===== src/core/mgac_params.svh =====
/*
 * Offsets, field positions, codes and reset values of the pin
 * configuration block.
 * Assumes inclusion by bare name from the design files.
 */
`ifndef MGAC_PARAMS_SVH
`define MGAC_PARAMS_SVH

// ----------------------------------------------------------------
// register offsets
// ----------------------------------------------------------------
`define MGAC_OFS_CFG1        8'h19
`define MGAC_OFS_CFG2        8'h1A

// ----------------------------------------------------------------
// reset values
// ----------------------------------------------------------------
`define MGAC_RST_CFG1        8'h00
`define MGAC_RST_CFG2        8'h00
`define MGAC_RST_LIMIT       8'h5A

// ----------------------------------------------------------------
// field positions
// ----------------------------------------------------------------
`define MGAC_CFG1_FUNC_LSB   0
`define MGAC_CFG1_DATA_BIT   3
`define MGAC_CFG1_ROUTE_LSB  4
`define MGAC_CFG2_FUNC3_LSB  0
`define MGAC_CFG2_DATA3_BIT  3
`define MGAC_CFG2_FUNC2_LSB  4
`define MGAC_CFG2_DATA2_BIT  7

// ----------------------------------------------------------------
// function codes
// ----------------------------------------------------------------
`define MGAC_FN_IN0          3'h0
`define MGAC_FN_ZONE1        3'h1
`define MGAC_FN_ZONE4        3'h4
`define MGAC_FN_ANY          3'h5
`define MGAC_FN_IN1          3'h6
`define MGAC_FN_IO           3'h7

// ----------------------------------------------------------------
// alert routing codes
// ----------------------------------------------------------------
`define MGAC_RT_OFF          2'h0
`define MGAC_RT_PIN1         2'h1
`define MGAC_RT_PIN2         2'h2
`define MGAC_RT_PIN3         2'h3

`endif


===== src/core/mgac_pkg.sv =====
/*
 * Types shared by the pin configuration block.
 * Assumes nothing beyond a SystemVerilog compiler.
 */
package mgac_pkg;

    typedef logic [3:0][7:0] mgac_temp_t;

    // temperatures and fan-on limits of the four zones
    typedef struct packed {
        mgac_temp_t temp;
        mgac_temp_t limit;
    } mgac_zone_s;

    // register port from the two-wire engine
    typedef struct packed {
        logic [7:0] addr;
        logic       wr;
        logic       rd;
        logic [7:0] wdata;
    } mgac_req_s;

    typedef struct packed {
        logic [1:0] route;
        logic       data1;
        logic [2:0] func1;
        logic       data2;
        logic [2:0] func2;
        logic       data3;
        logic [2:0] func3;
        logic [2:0] pull;
        logic [7:0] rdata;
        logic       hit;
    } mgac_state_s;

    typedef struct packed {
        logic [3:0] exceed;
    } mgac_cmp_s;

endpackage : mgac_pkg


===== src/core/mgac_gpio_cfg.sv =====
/*
 * Two configuration registers and the open-drain logic of three
 * multi-function pins, with alert routing.
 * Assumes the two-wire engine presents one-cycle read and write
 * strobes, and the pins are synchronous to i_mclk.
 */
// Notes on behaviour
// - pins only pull low; reads show pin level
// - lock bit blocks writes to both registers
// - bits 5:4 route alert to pin 1-3
// - routed alert overrides pin function setting
// - codes 000 and 110 release the pin
// - codes 001-100 pull low on zone exceed
// - code 101 pulls low on any zone
// - code 111 drives pin from data bit
// - first register: function 2:0, data bit 3
// - data bit reaches pin only in 111
// - second register: pin 3 in 3:0
// - second register: pin 2 data bit 7
// - both registers reset to 00
// - exceed means temperature above signed limit
`timescale 1ns/100ps
`include "mgac_params.svh"

module mgac_gpio_cfg (
    input  wire logic                 i_mclk,
    input  wire logic                 i_rstn,
    input  wire mgac_pkg::mgac_req_s  i_req,
    input  wire logic                 i_lock,
    input  wire logic                 i_alert,
    input  wire mgac_pkg::mgac_zone_s i_zone,
    input  wire logic       [2:0]     i_pin,
    output logic            [2:0]     o_pin_out,
    output logic            [2:0]     o_pin_oe,
    output logic            [7:0]     o_rdata,
    output logic                      o_rhit
);
    import mgac_pkg::*;

    mgac_state_s st;
    mgac_state_s next_st;
    logic [3:0]  exceed;
    logic [2:0]  pout;

    mgac_zone_cmp u_cmp (
        .i_mclk   (i_mclk),
        .i_rstn   (i_rstn),
        .i_zone   (i_zone),
        .o_exceed (exceed)
    );

    // ----------------------------------------------------------------
    // pin decode
    // ----------------------------------------------------------------
    // returns 1 when the pin is to be pulled low
    function automatic logic pull_low(input logic [2:0] fn, input logic dat,
                                      input logic [3:0] exc);
        logic r;
        r = 1'b0;
        case (fn)
            `MGAC_FN_IN0, `MGAC_FN_IN1: r = 1'b0;
            `MGAC_FN_ANY:              r = |exc;
            `MGAC_FN_IO:               r = ~dat;
            default:                   r = exc[2'(fn - 3'h1)];
        endcase
        return r;
    endfunction : pull_low

    // ----------------------------------------------------------------
    // next state
    // ----------------------------------------------------------------
    always_comb begin
        next_st = st;
        if (i_req.wr && !i_lock) begin
            if (i_req.addr == `MGAC_OFS_CFG1) begin
                next_st.route = i_req.wdata[`MGAC_CFG1_ROUTE_LSB +: 2];
                next_st.data1 = i_req.wdata[`MGAC_CFG1_DATA_BIT];
                next_st.func1 = i_req.wdata[`MGAC_CFG1_FUNC_LSB +: 3];
            end
            if (i_req.addr == `MGAC_OFS_CFG2) begin
                next_st.data2 = i_req.wdata[`MGAC_CFG2_DATA2_BIT];
                next_st.func2 = i_req.wdata[`MGAC_CFG2_FUNC2_LSB +: 3];
                next_st.data3 = i_req.wdata[`MGAC_CFG2_DATA3_BIT];
                next_st.func3 = i_req.wdata[`MGAC_CFG2_FUNC3_LSB +: 3];
            end
        end
        next_st.pull[0] = pull_low(st.func1, st.data1, exceed);
        next_st.pull[1] = pull_low(st.func2, st.data2, exceed);
        next_st.pull[2] = pull_low(st.func3, st.data3, exceed);
        // routed alert takes the pin whatever its function
        case (st.route)
            `MGAC_RT_PIN1: next_st.pull[0] = i_alert;
            `MGAC_RT_PIN2: next_st.pull[1] = i_alert;
            `MGAC_RT_PIN3: next_st.pull[2] = i_alert;
            default:       ;
        endcase
        // data bits read back the pin level, not the stored value
        if (i_req.rd) begin
            next_st.hit   = 1'b1;
            next_st.rdata = 8'h00;
            case (i_req.addr)
                `MGAC_OFS_CFG1: next_st.rdata = {2'h0, st.route, i_pin[0],
                                                 st.func1};
                `MGAC_OFS_CFG2: next_st.rdata = {i_pin[1], st.func2,
                                                 i_pin[2], st.func3};
                default:        next_st.hit = 1'b0;
            endcase
        end
    end

    always_ff @(posedge i_mclk or negedge i_rstn) begin
        if (!i_rstn) begin
            st   <= '0;
            pout <= '0;
        end else begin
            st   <= next_st;
            pout <= '0;
        end
    end

    assign o_pin_out = pout;
    assign o_pin_oe  = st.pull;
    assign o_rdata   = st.rdata;
    assign o_rhit    = st.hit;
endmodule : mgac_gpio_cfg


===== src/core/mgac_zone_cmp.sv =====
/*
 * Registered signed compare of each zone temperature against its
 * fan-on limit.
 * Assumes temperatures and limits are synchronous to i_mclk.
 */
`timescale 1ns/100ps
`include "mgac_params.svh"

module mgac_zone_cmp (
    input  wire logic              i_mclk,
    input  wire logic              i_rstn,
    input  wire mgac_pkg::mgac_zone_s i_zone,
    output logic       [3:0]       o_exceed
);
    import mgac_pkg::*;

    mgac_cmp_s st;
    mgac_cmp_s next_st;

    // ----------------------------------------------------------------
    // compare
    // ----------------------------------------------------------------
    always_comb begin
        next_st = st;
        for (int z = 0; z < 4; z++) begin
            next_st.exceed[z] = $signed(i_zone.temp[z]) > $signed(i_zone.limit[z]);
        end
    end

    always_ff @(posedge i_mclk or negedge i_rstn) begin
        if (!i_rstn) begin
            st <= '0;
        end else begin
            st <= next_st;
        end
    end

    assign o_exceed = st.exceed;

endmodule : mgac_zone_cmp


===== config.mk =====
export PLATFORM = sky130hd
export DESIGN_NAME = mgac_gpio_cfg
export DESIGN_NICKNAME = d
export VERILOG_FILES = /design/src/core/mgac_pkg.sv /design/src/core/mgac_gpio_cfg.sv /design/src/core/mgac_zone_cmp.sv
export VERILOG_INCLUDE_DIRS = /design/src /design/src/core
export SDC_FILE = /design/constraint.sdc
export NUM_CORES = 1
export LEC_CHECK = 0
export BUFFER_PORTS_ARGS = -buffer_cell sky130_fd_sc_hd__buf_2
export CAP_MARGIN = 0
export CELL_PAD_IN_SITES_DETAIL_PLACEMENT = 1
export CELL_PAD_IN_SITES_GLOBAL_PLACEMENT = 2
export CORE_AREA = 5 5 106 108
export DETAILED_ROUTE_END_ITERATION = 12
export DIE_AREA = 0 0 111 113
export GPL_TIMING_DRIVEN = 0
export PLACE_DENSITY_LB_ADDON = 0.1
export SYNTH_ARGS = -nofsm -noshare
export SYNTH_HDL_FRONTEND = slang
export SYNTH_SLANG_ARGS = --single-unit
export TNS_END_PERCENT = 100

===== constraint.sdc =====
create_clock -name i_mclk -period 1.27 [get_ports i_mclk]
set_input_delay 0.1905 -clock i_mclk [delete_from_list [all_inputs] [get_ports i_mclk]]
set_output_delay 0.1905 -clock i_mclk [all_outputs]
set_load 0.02 [all_outputs]

# Yosys cells after proc, flatten, opt, wreduce, memory -nomap -nowiden
# Index checks and enable logic that the tools add are counted.
# totals
register_bits	30
input_bits	89
out_inout_bits	15
word_cells	64
# op_classes
n_addsub	3
magnitude_cmp	7
eq_ne	14
muxes	14
bitwise_logic	3
reduce_logical	12
# op_table
op	n
8-bit > comparator	4
3-bit equality test, second input constant	9
8-bit by 5-bit equality test with 1-bit output, second input constant	2
8-bit case mux with 2 select lines	1
3-bit zero test	3
2-bit by 3-bit < comparator with 1-bit output, second input constant	3
1-bit case mux with 3 select lines	3
2-bit OR reduction	4
1-bit 2-to-1 mux	7
1-bit binary-select mux with 2-bit select	3
2-bit by 1-bit subtractor with 2-bit output, second input constant	3
2-bit equality test, second input constant	2
2-bit AND reduction	2
4-bit OR reduction	1
1-bit NOT	3
2-bit by 1-bit equality test with 1-bit output, second input constant	1
1-bit logical AND	1
1-bit zero test	1

# Longest topological paths before layout
# logic_depth
word_depth	5
depth_mapped	6
depth_no_buf	6

# Hierarchy
# From an unflattened synthesis, not the netlist that was laid out.
# hier_totals
cells_unflattened	259
hier_area_um2	2471.1
# by_module_without_submodules
module	n_inst	cells_each	area_per_inst_um2	seq_area_each_um2
mgac_gpio_cfg	1	138	1554.0	650.6
mgac_zone_cmp	1	121	917.1	100.1

# Worst setup path before layout
# No wires, ideal clock.
# synth_path
kind	input port to flip-flop
from	in i_req[17] in the netlist's numbering
to	reg st[12] in the netlist's numbering
setup_ns	0.125
arrival_time_ns	1.546
required_ns	1.145
path_slack_ns	-0.400
stages	4
path_buffers	0
cell_sequence	or4b_4 nor3b_4 nand4b_4 mux2_2
# synth_between
elab_chain_len	2
# synth_rtl
item	line_no	text
start: declaration	mgac_gpio_cfg.sv:28	input wire mgac_pkg::mgac_req_s i_req,
8-bit by 5-bit equality test with 1-bit output	-	
2-bit AND reduction (no line)	-	
end signal: assignment	mgac_gpio_cfg.sv:116	st <= next_st;
end: declaration	mgac_gpio_cfg.sv:40	mgac_state_s st;
# Every way passes these cells.
# A chain may end at the register's enable or synchronous reset.

# Final worst setup path
# layout_path
from	in i_req[12] in the netlist's numbering
to	reg st[17] in the netlist's numbering
# The elaborated chain is that of the path after synthesis.

==> run_results.csv <==
group,metric,value,unit
place,dp_hpwl,5.29,mm
outcome,violations,"negative setup slack",
route,first_iter_violations,24,
cells_and_area,final_nets,507,
sta,finClkSkew,3.44,ps
floorplanning,fp.dieW,111,µm
synth,yosysUniqueCellTypes,36,
synth,netlist_area,2480,µm²
sta,setup_viol,25,
power,power_frac_comb,0.254,
synth,synth_top_area_frac,0.303,
route,postRouteWirelength,6.29,mm
synth,synth_edf_count,0,
worst_setup_path,worstSetupStartpointType,"input pin",
sta,rsz0062_at_grt,"true",
floorplanning,start_util,0.245,
power,cellPowerDensity,696,nW/µm²
route,firstDrtPassIters,4,
synth,ys_seq_area_frac,0.303,
flow_run,maxCapViolations,0,
synth,synth_most_common_cell,"ha_1",
power,switching_power,672,µW
worst_setup_path,critPathKind,"in2reg",
route,ant_nets,0,
clocking,cts_tree,"yes",
synth,synth_largest_area_cell,"dfrtp_1",
clocking,cts_buffers,5,
grt,grt_pass1_wl,10.5,mm
worst_setup_path,max_stage_delay,540,ps
synth,syn_avg_cell_area,9.92,µm²
clocking,clock_sinks,30,
worst_setup_path,rr_startpoint,"u_cmp.o_exceed[1]$_DFF_PN0_",
sta,fin_crit_sh,1.21,
worst_setup_path,rr_endpoint,"o_pin_oe[0]$_DFF_PN0_",
floorplanning,rows,37,
clocking,insertion_delay,280,ps
route,route.vias.total,2183,
grt,grt_overflow,0,
grt,grt_usage,0.102,
power,seqPwrFrac,0.420,
grt,antenna_found_initial,0,
worst_setup_path,crit_top_cell,"buf_6",
worst_setup_path,worst_ep_arrival_time,1710,ps
route,drc,0,
synth,synthFlopType,"dfrtp_1",
cells_and_area,final_cells,511,
hold_path,hold_end,"o_rdata[7]$_DFFE_PN0P_",
worst_setup_path,cp_max_fo,8,
place,portBuffers,100,
outcome,outcome,"finished, violations left",
cells_and_area,syn_to_final_growth,41.4,%
floorplanning,die_area,12500,µm²
clocking,clk_pin_slew_worst_paths,60,ps
hold_path,worstHoldPathCells,2,
sta,timing.fmax,0.649,GHz
worst_setup_path,ff2ff_path_depth,3,
cells_and_area,n_antenna_cell,0,
worst_setup_path,critPathSlowestCell,"or4b_4",
route,viasPerCell,4.27,
sta,maxSlewViolCount,0,
floorplanning,die_h,113,µm
synth,postSynthCellCount,250,
sta,finalCriticalPeriod,1540,ps
clocking,clockRootBuffer,"clkbuf_8",
power,power.internal,1770,µW
grt,grt_max_degree,31,
hold_path,hold_start,"i_pin[1]",
sta,worst_slack,-272,ps
sta,finalHoldViolCount,0,
power,leakage,0.00198,µW
floorplanning,ios,104,
worst_setup_path,r2r_slack,-140,ps
synth,ys_ff_latch,30,
sta,max-slew-margin-rel,0.543,
sta,tightestPinTransition,686,ps
route,wl_per_cell,12.3,µm
floorplanning,coreArea,10100,µm²
synth,async_reset_ff_frac,1.00,
worst_setup_path,required,1440,ps
grt,grt_pass1_vias,2371,
clocking,cts_buffer_depth,2,
worst_setup_path,crit_path_cell_trace,"buf_6 > or4b_4 > nor3b_4 > buf_6 > nand4b_4 > mux2_4",
power,irDropWorstVdd,0.000290,V
power,p_sw_frac,0.275,
synth,ys_top_cells_by_count,"ha_1 (44), inv_1 (41), dfrtp_1 (30)",
synth,synth_area_leaders,"dfrtp_1 (30%), ha_1 (22%), mux2_2 (6.4%)",
place,place_inst,488,
place,gp_congestion,0.705,
hold_path,hold_path.class,"in2reg",
power,clkPwrFrac,0.326,
synth,synth_warnings,0,
clocking,h-tree-depth,2,
place,pre_cts_ws,-661,ps
worst_setup_path,critPathCaptureType,"flop",
cells_and_area,drive_gt1_frac,0.499,
-- timing repair --
| item | in CTS | in global routing |
|---|---|---|
| resized for setup | 16 | 9 |
| endpoints found under the hold margin | 30 | 0 |
| pin swaps | 16 | 6 |
| buffers inserted | 12 | 3 |
| setup endpoints to repair | 25 | 27 |
| hold buffers | 1 | 0 |
-- power by group through the flow --
stage               combinational (µW)  clock (µW)  sequential [µW]
floorplan                          327           0             1040
global placement                   560           0             1050
detailed placement                 566           0             1050
CTS                                612         837             1030
global route                       711         887             1030
finish                             619         796             1030
-- metrics by stage --
stage	power, µW	hold WS (ps)	utilization	setup TNS (ps)	instance area [µm²]
floorplan	1360	-105	-	-7840	2520
global placement	1610	288	0.315	-14740	3190
global route	2630	133	0.346	-6070	3510
finish	2440	133	0.346	-5040	3510
detailed placement	1620	286	0.315	-15170	3190
CTS	2480	119	0.339	-5660	3440
-- placed cells by master, fill, tap and decap left out, types with 2 or more instances in the layout --
cell / instances
buf_2: 99
ha_1: 41
inv_1: 36
buf_4: 28
dfrtp_1: 26
mux2_2: 13
nand2_1: 12
nor2b_1: 11
nor2_1: 10
a21oi_1: 7
a221o_1: 6
clkbuf_8: 6
inv_2: 5
o21ai_1: 4
nand4_1: 4
a31oi_1: 4
dfrtp_2: 4
and3_1: 3
and2_1: 3
o211a_1: 3
a2111oi_2: 3
o22ai_1: 3
nor4b_2: 3
mux4_2: 3
buf_6: 3
conb_1: 3
o21ai_0: 2
nand2b_1: 2
o21ai_2: 2
nand4b_4: 2
clkbuf_1: 2
and3_2: 2
a22o_1: 2
ha_4: 2
-- how the worst max path moves through the flow --
| stage | start | end | depth (start not counted) |
|---|---|---|---|
| 6_report | i_req[12] | st[17]$_DFFE_PN0P_ | 6 |
| 5_1_grt | i_req[12] | st[17]$_DFFE_PN0P_ | 6 |
| 4_1_cts | i_req[12] | st[17]$_DFFE_PN0P_ | 6 |
| 3_5_place_dp | i_req[17] | st[16]$_DFFE_PN0P_ | 5 |
| 3_3_place_gp | i_req[17] | st[19]$_DFFE_PN0P_ | 5 |
| 2_1_floorplan | i_req[17] | st[12]$_DFFE_PN0P_ | 4 |
-- cell type report --
| class | count | area, µm² |
|---|---|---|
| plain buffers | 16 | 120 |
| clock buffers | 7 | 86.3 |
| clock inverters | 1 | 5.00 |
| fillers | 1216 | 6630 |
| inverters | 41 | 154 |
| multi-input cells | 164 | 1580 |
| flip-flops and latches | 30 | 756 |
| well taps | 136 | 170 |
| repair buffers | 116 | 633 |
-- sequential cells by signal (all words and copies together), names as in the netlist --
name / count
o_rdata: 8
st: 14
u_cmp.o_exceed: 4
o_pin_oe: 3
o_rhit: 1
-- kinds of logic after synthesis --
logic type               Yosys count  share of synthesized area
AND/OR/NAND/NOR                   57                      0.150
other                              1                    0.00151
AO/OA/AOI/OAI                     43                      0.122
multiplexers                      17                     0.0908
adder cells (fa/ha/maj)           44                      0.222
buffers and inverters             58                      0.111
flip-flops                        30                      0.303
-- metal layers --
| layer | global-route usage | wire length (µm) |
|---|---|---|
| met1 | 0.119 | 2710 |
| met2 | 0.186 | 3130 |
| met3 | 0.0246 | 365 |
| met4 | 0.0296 | 83 |
| met5 | 0 | 0 |
-- critical path: cells and delay by family --
kind	cells	cell delay, ps
AND/OR/NAND/NOR	3	940
multiplexers	1	360
buffers and inverters	2	230
(Power assumes the default switching activity.)
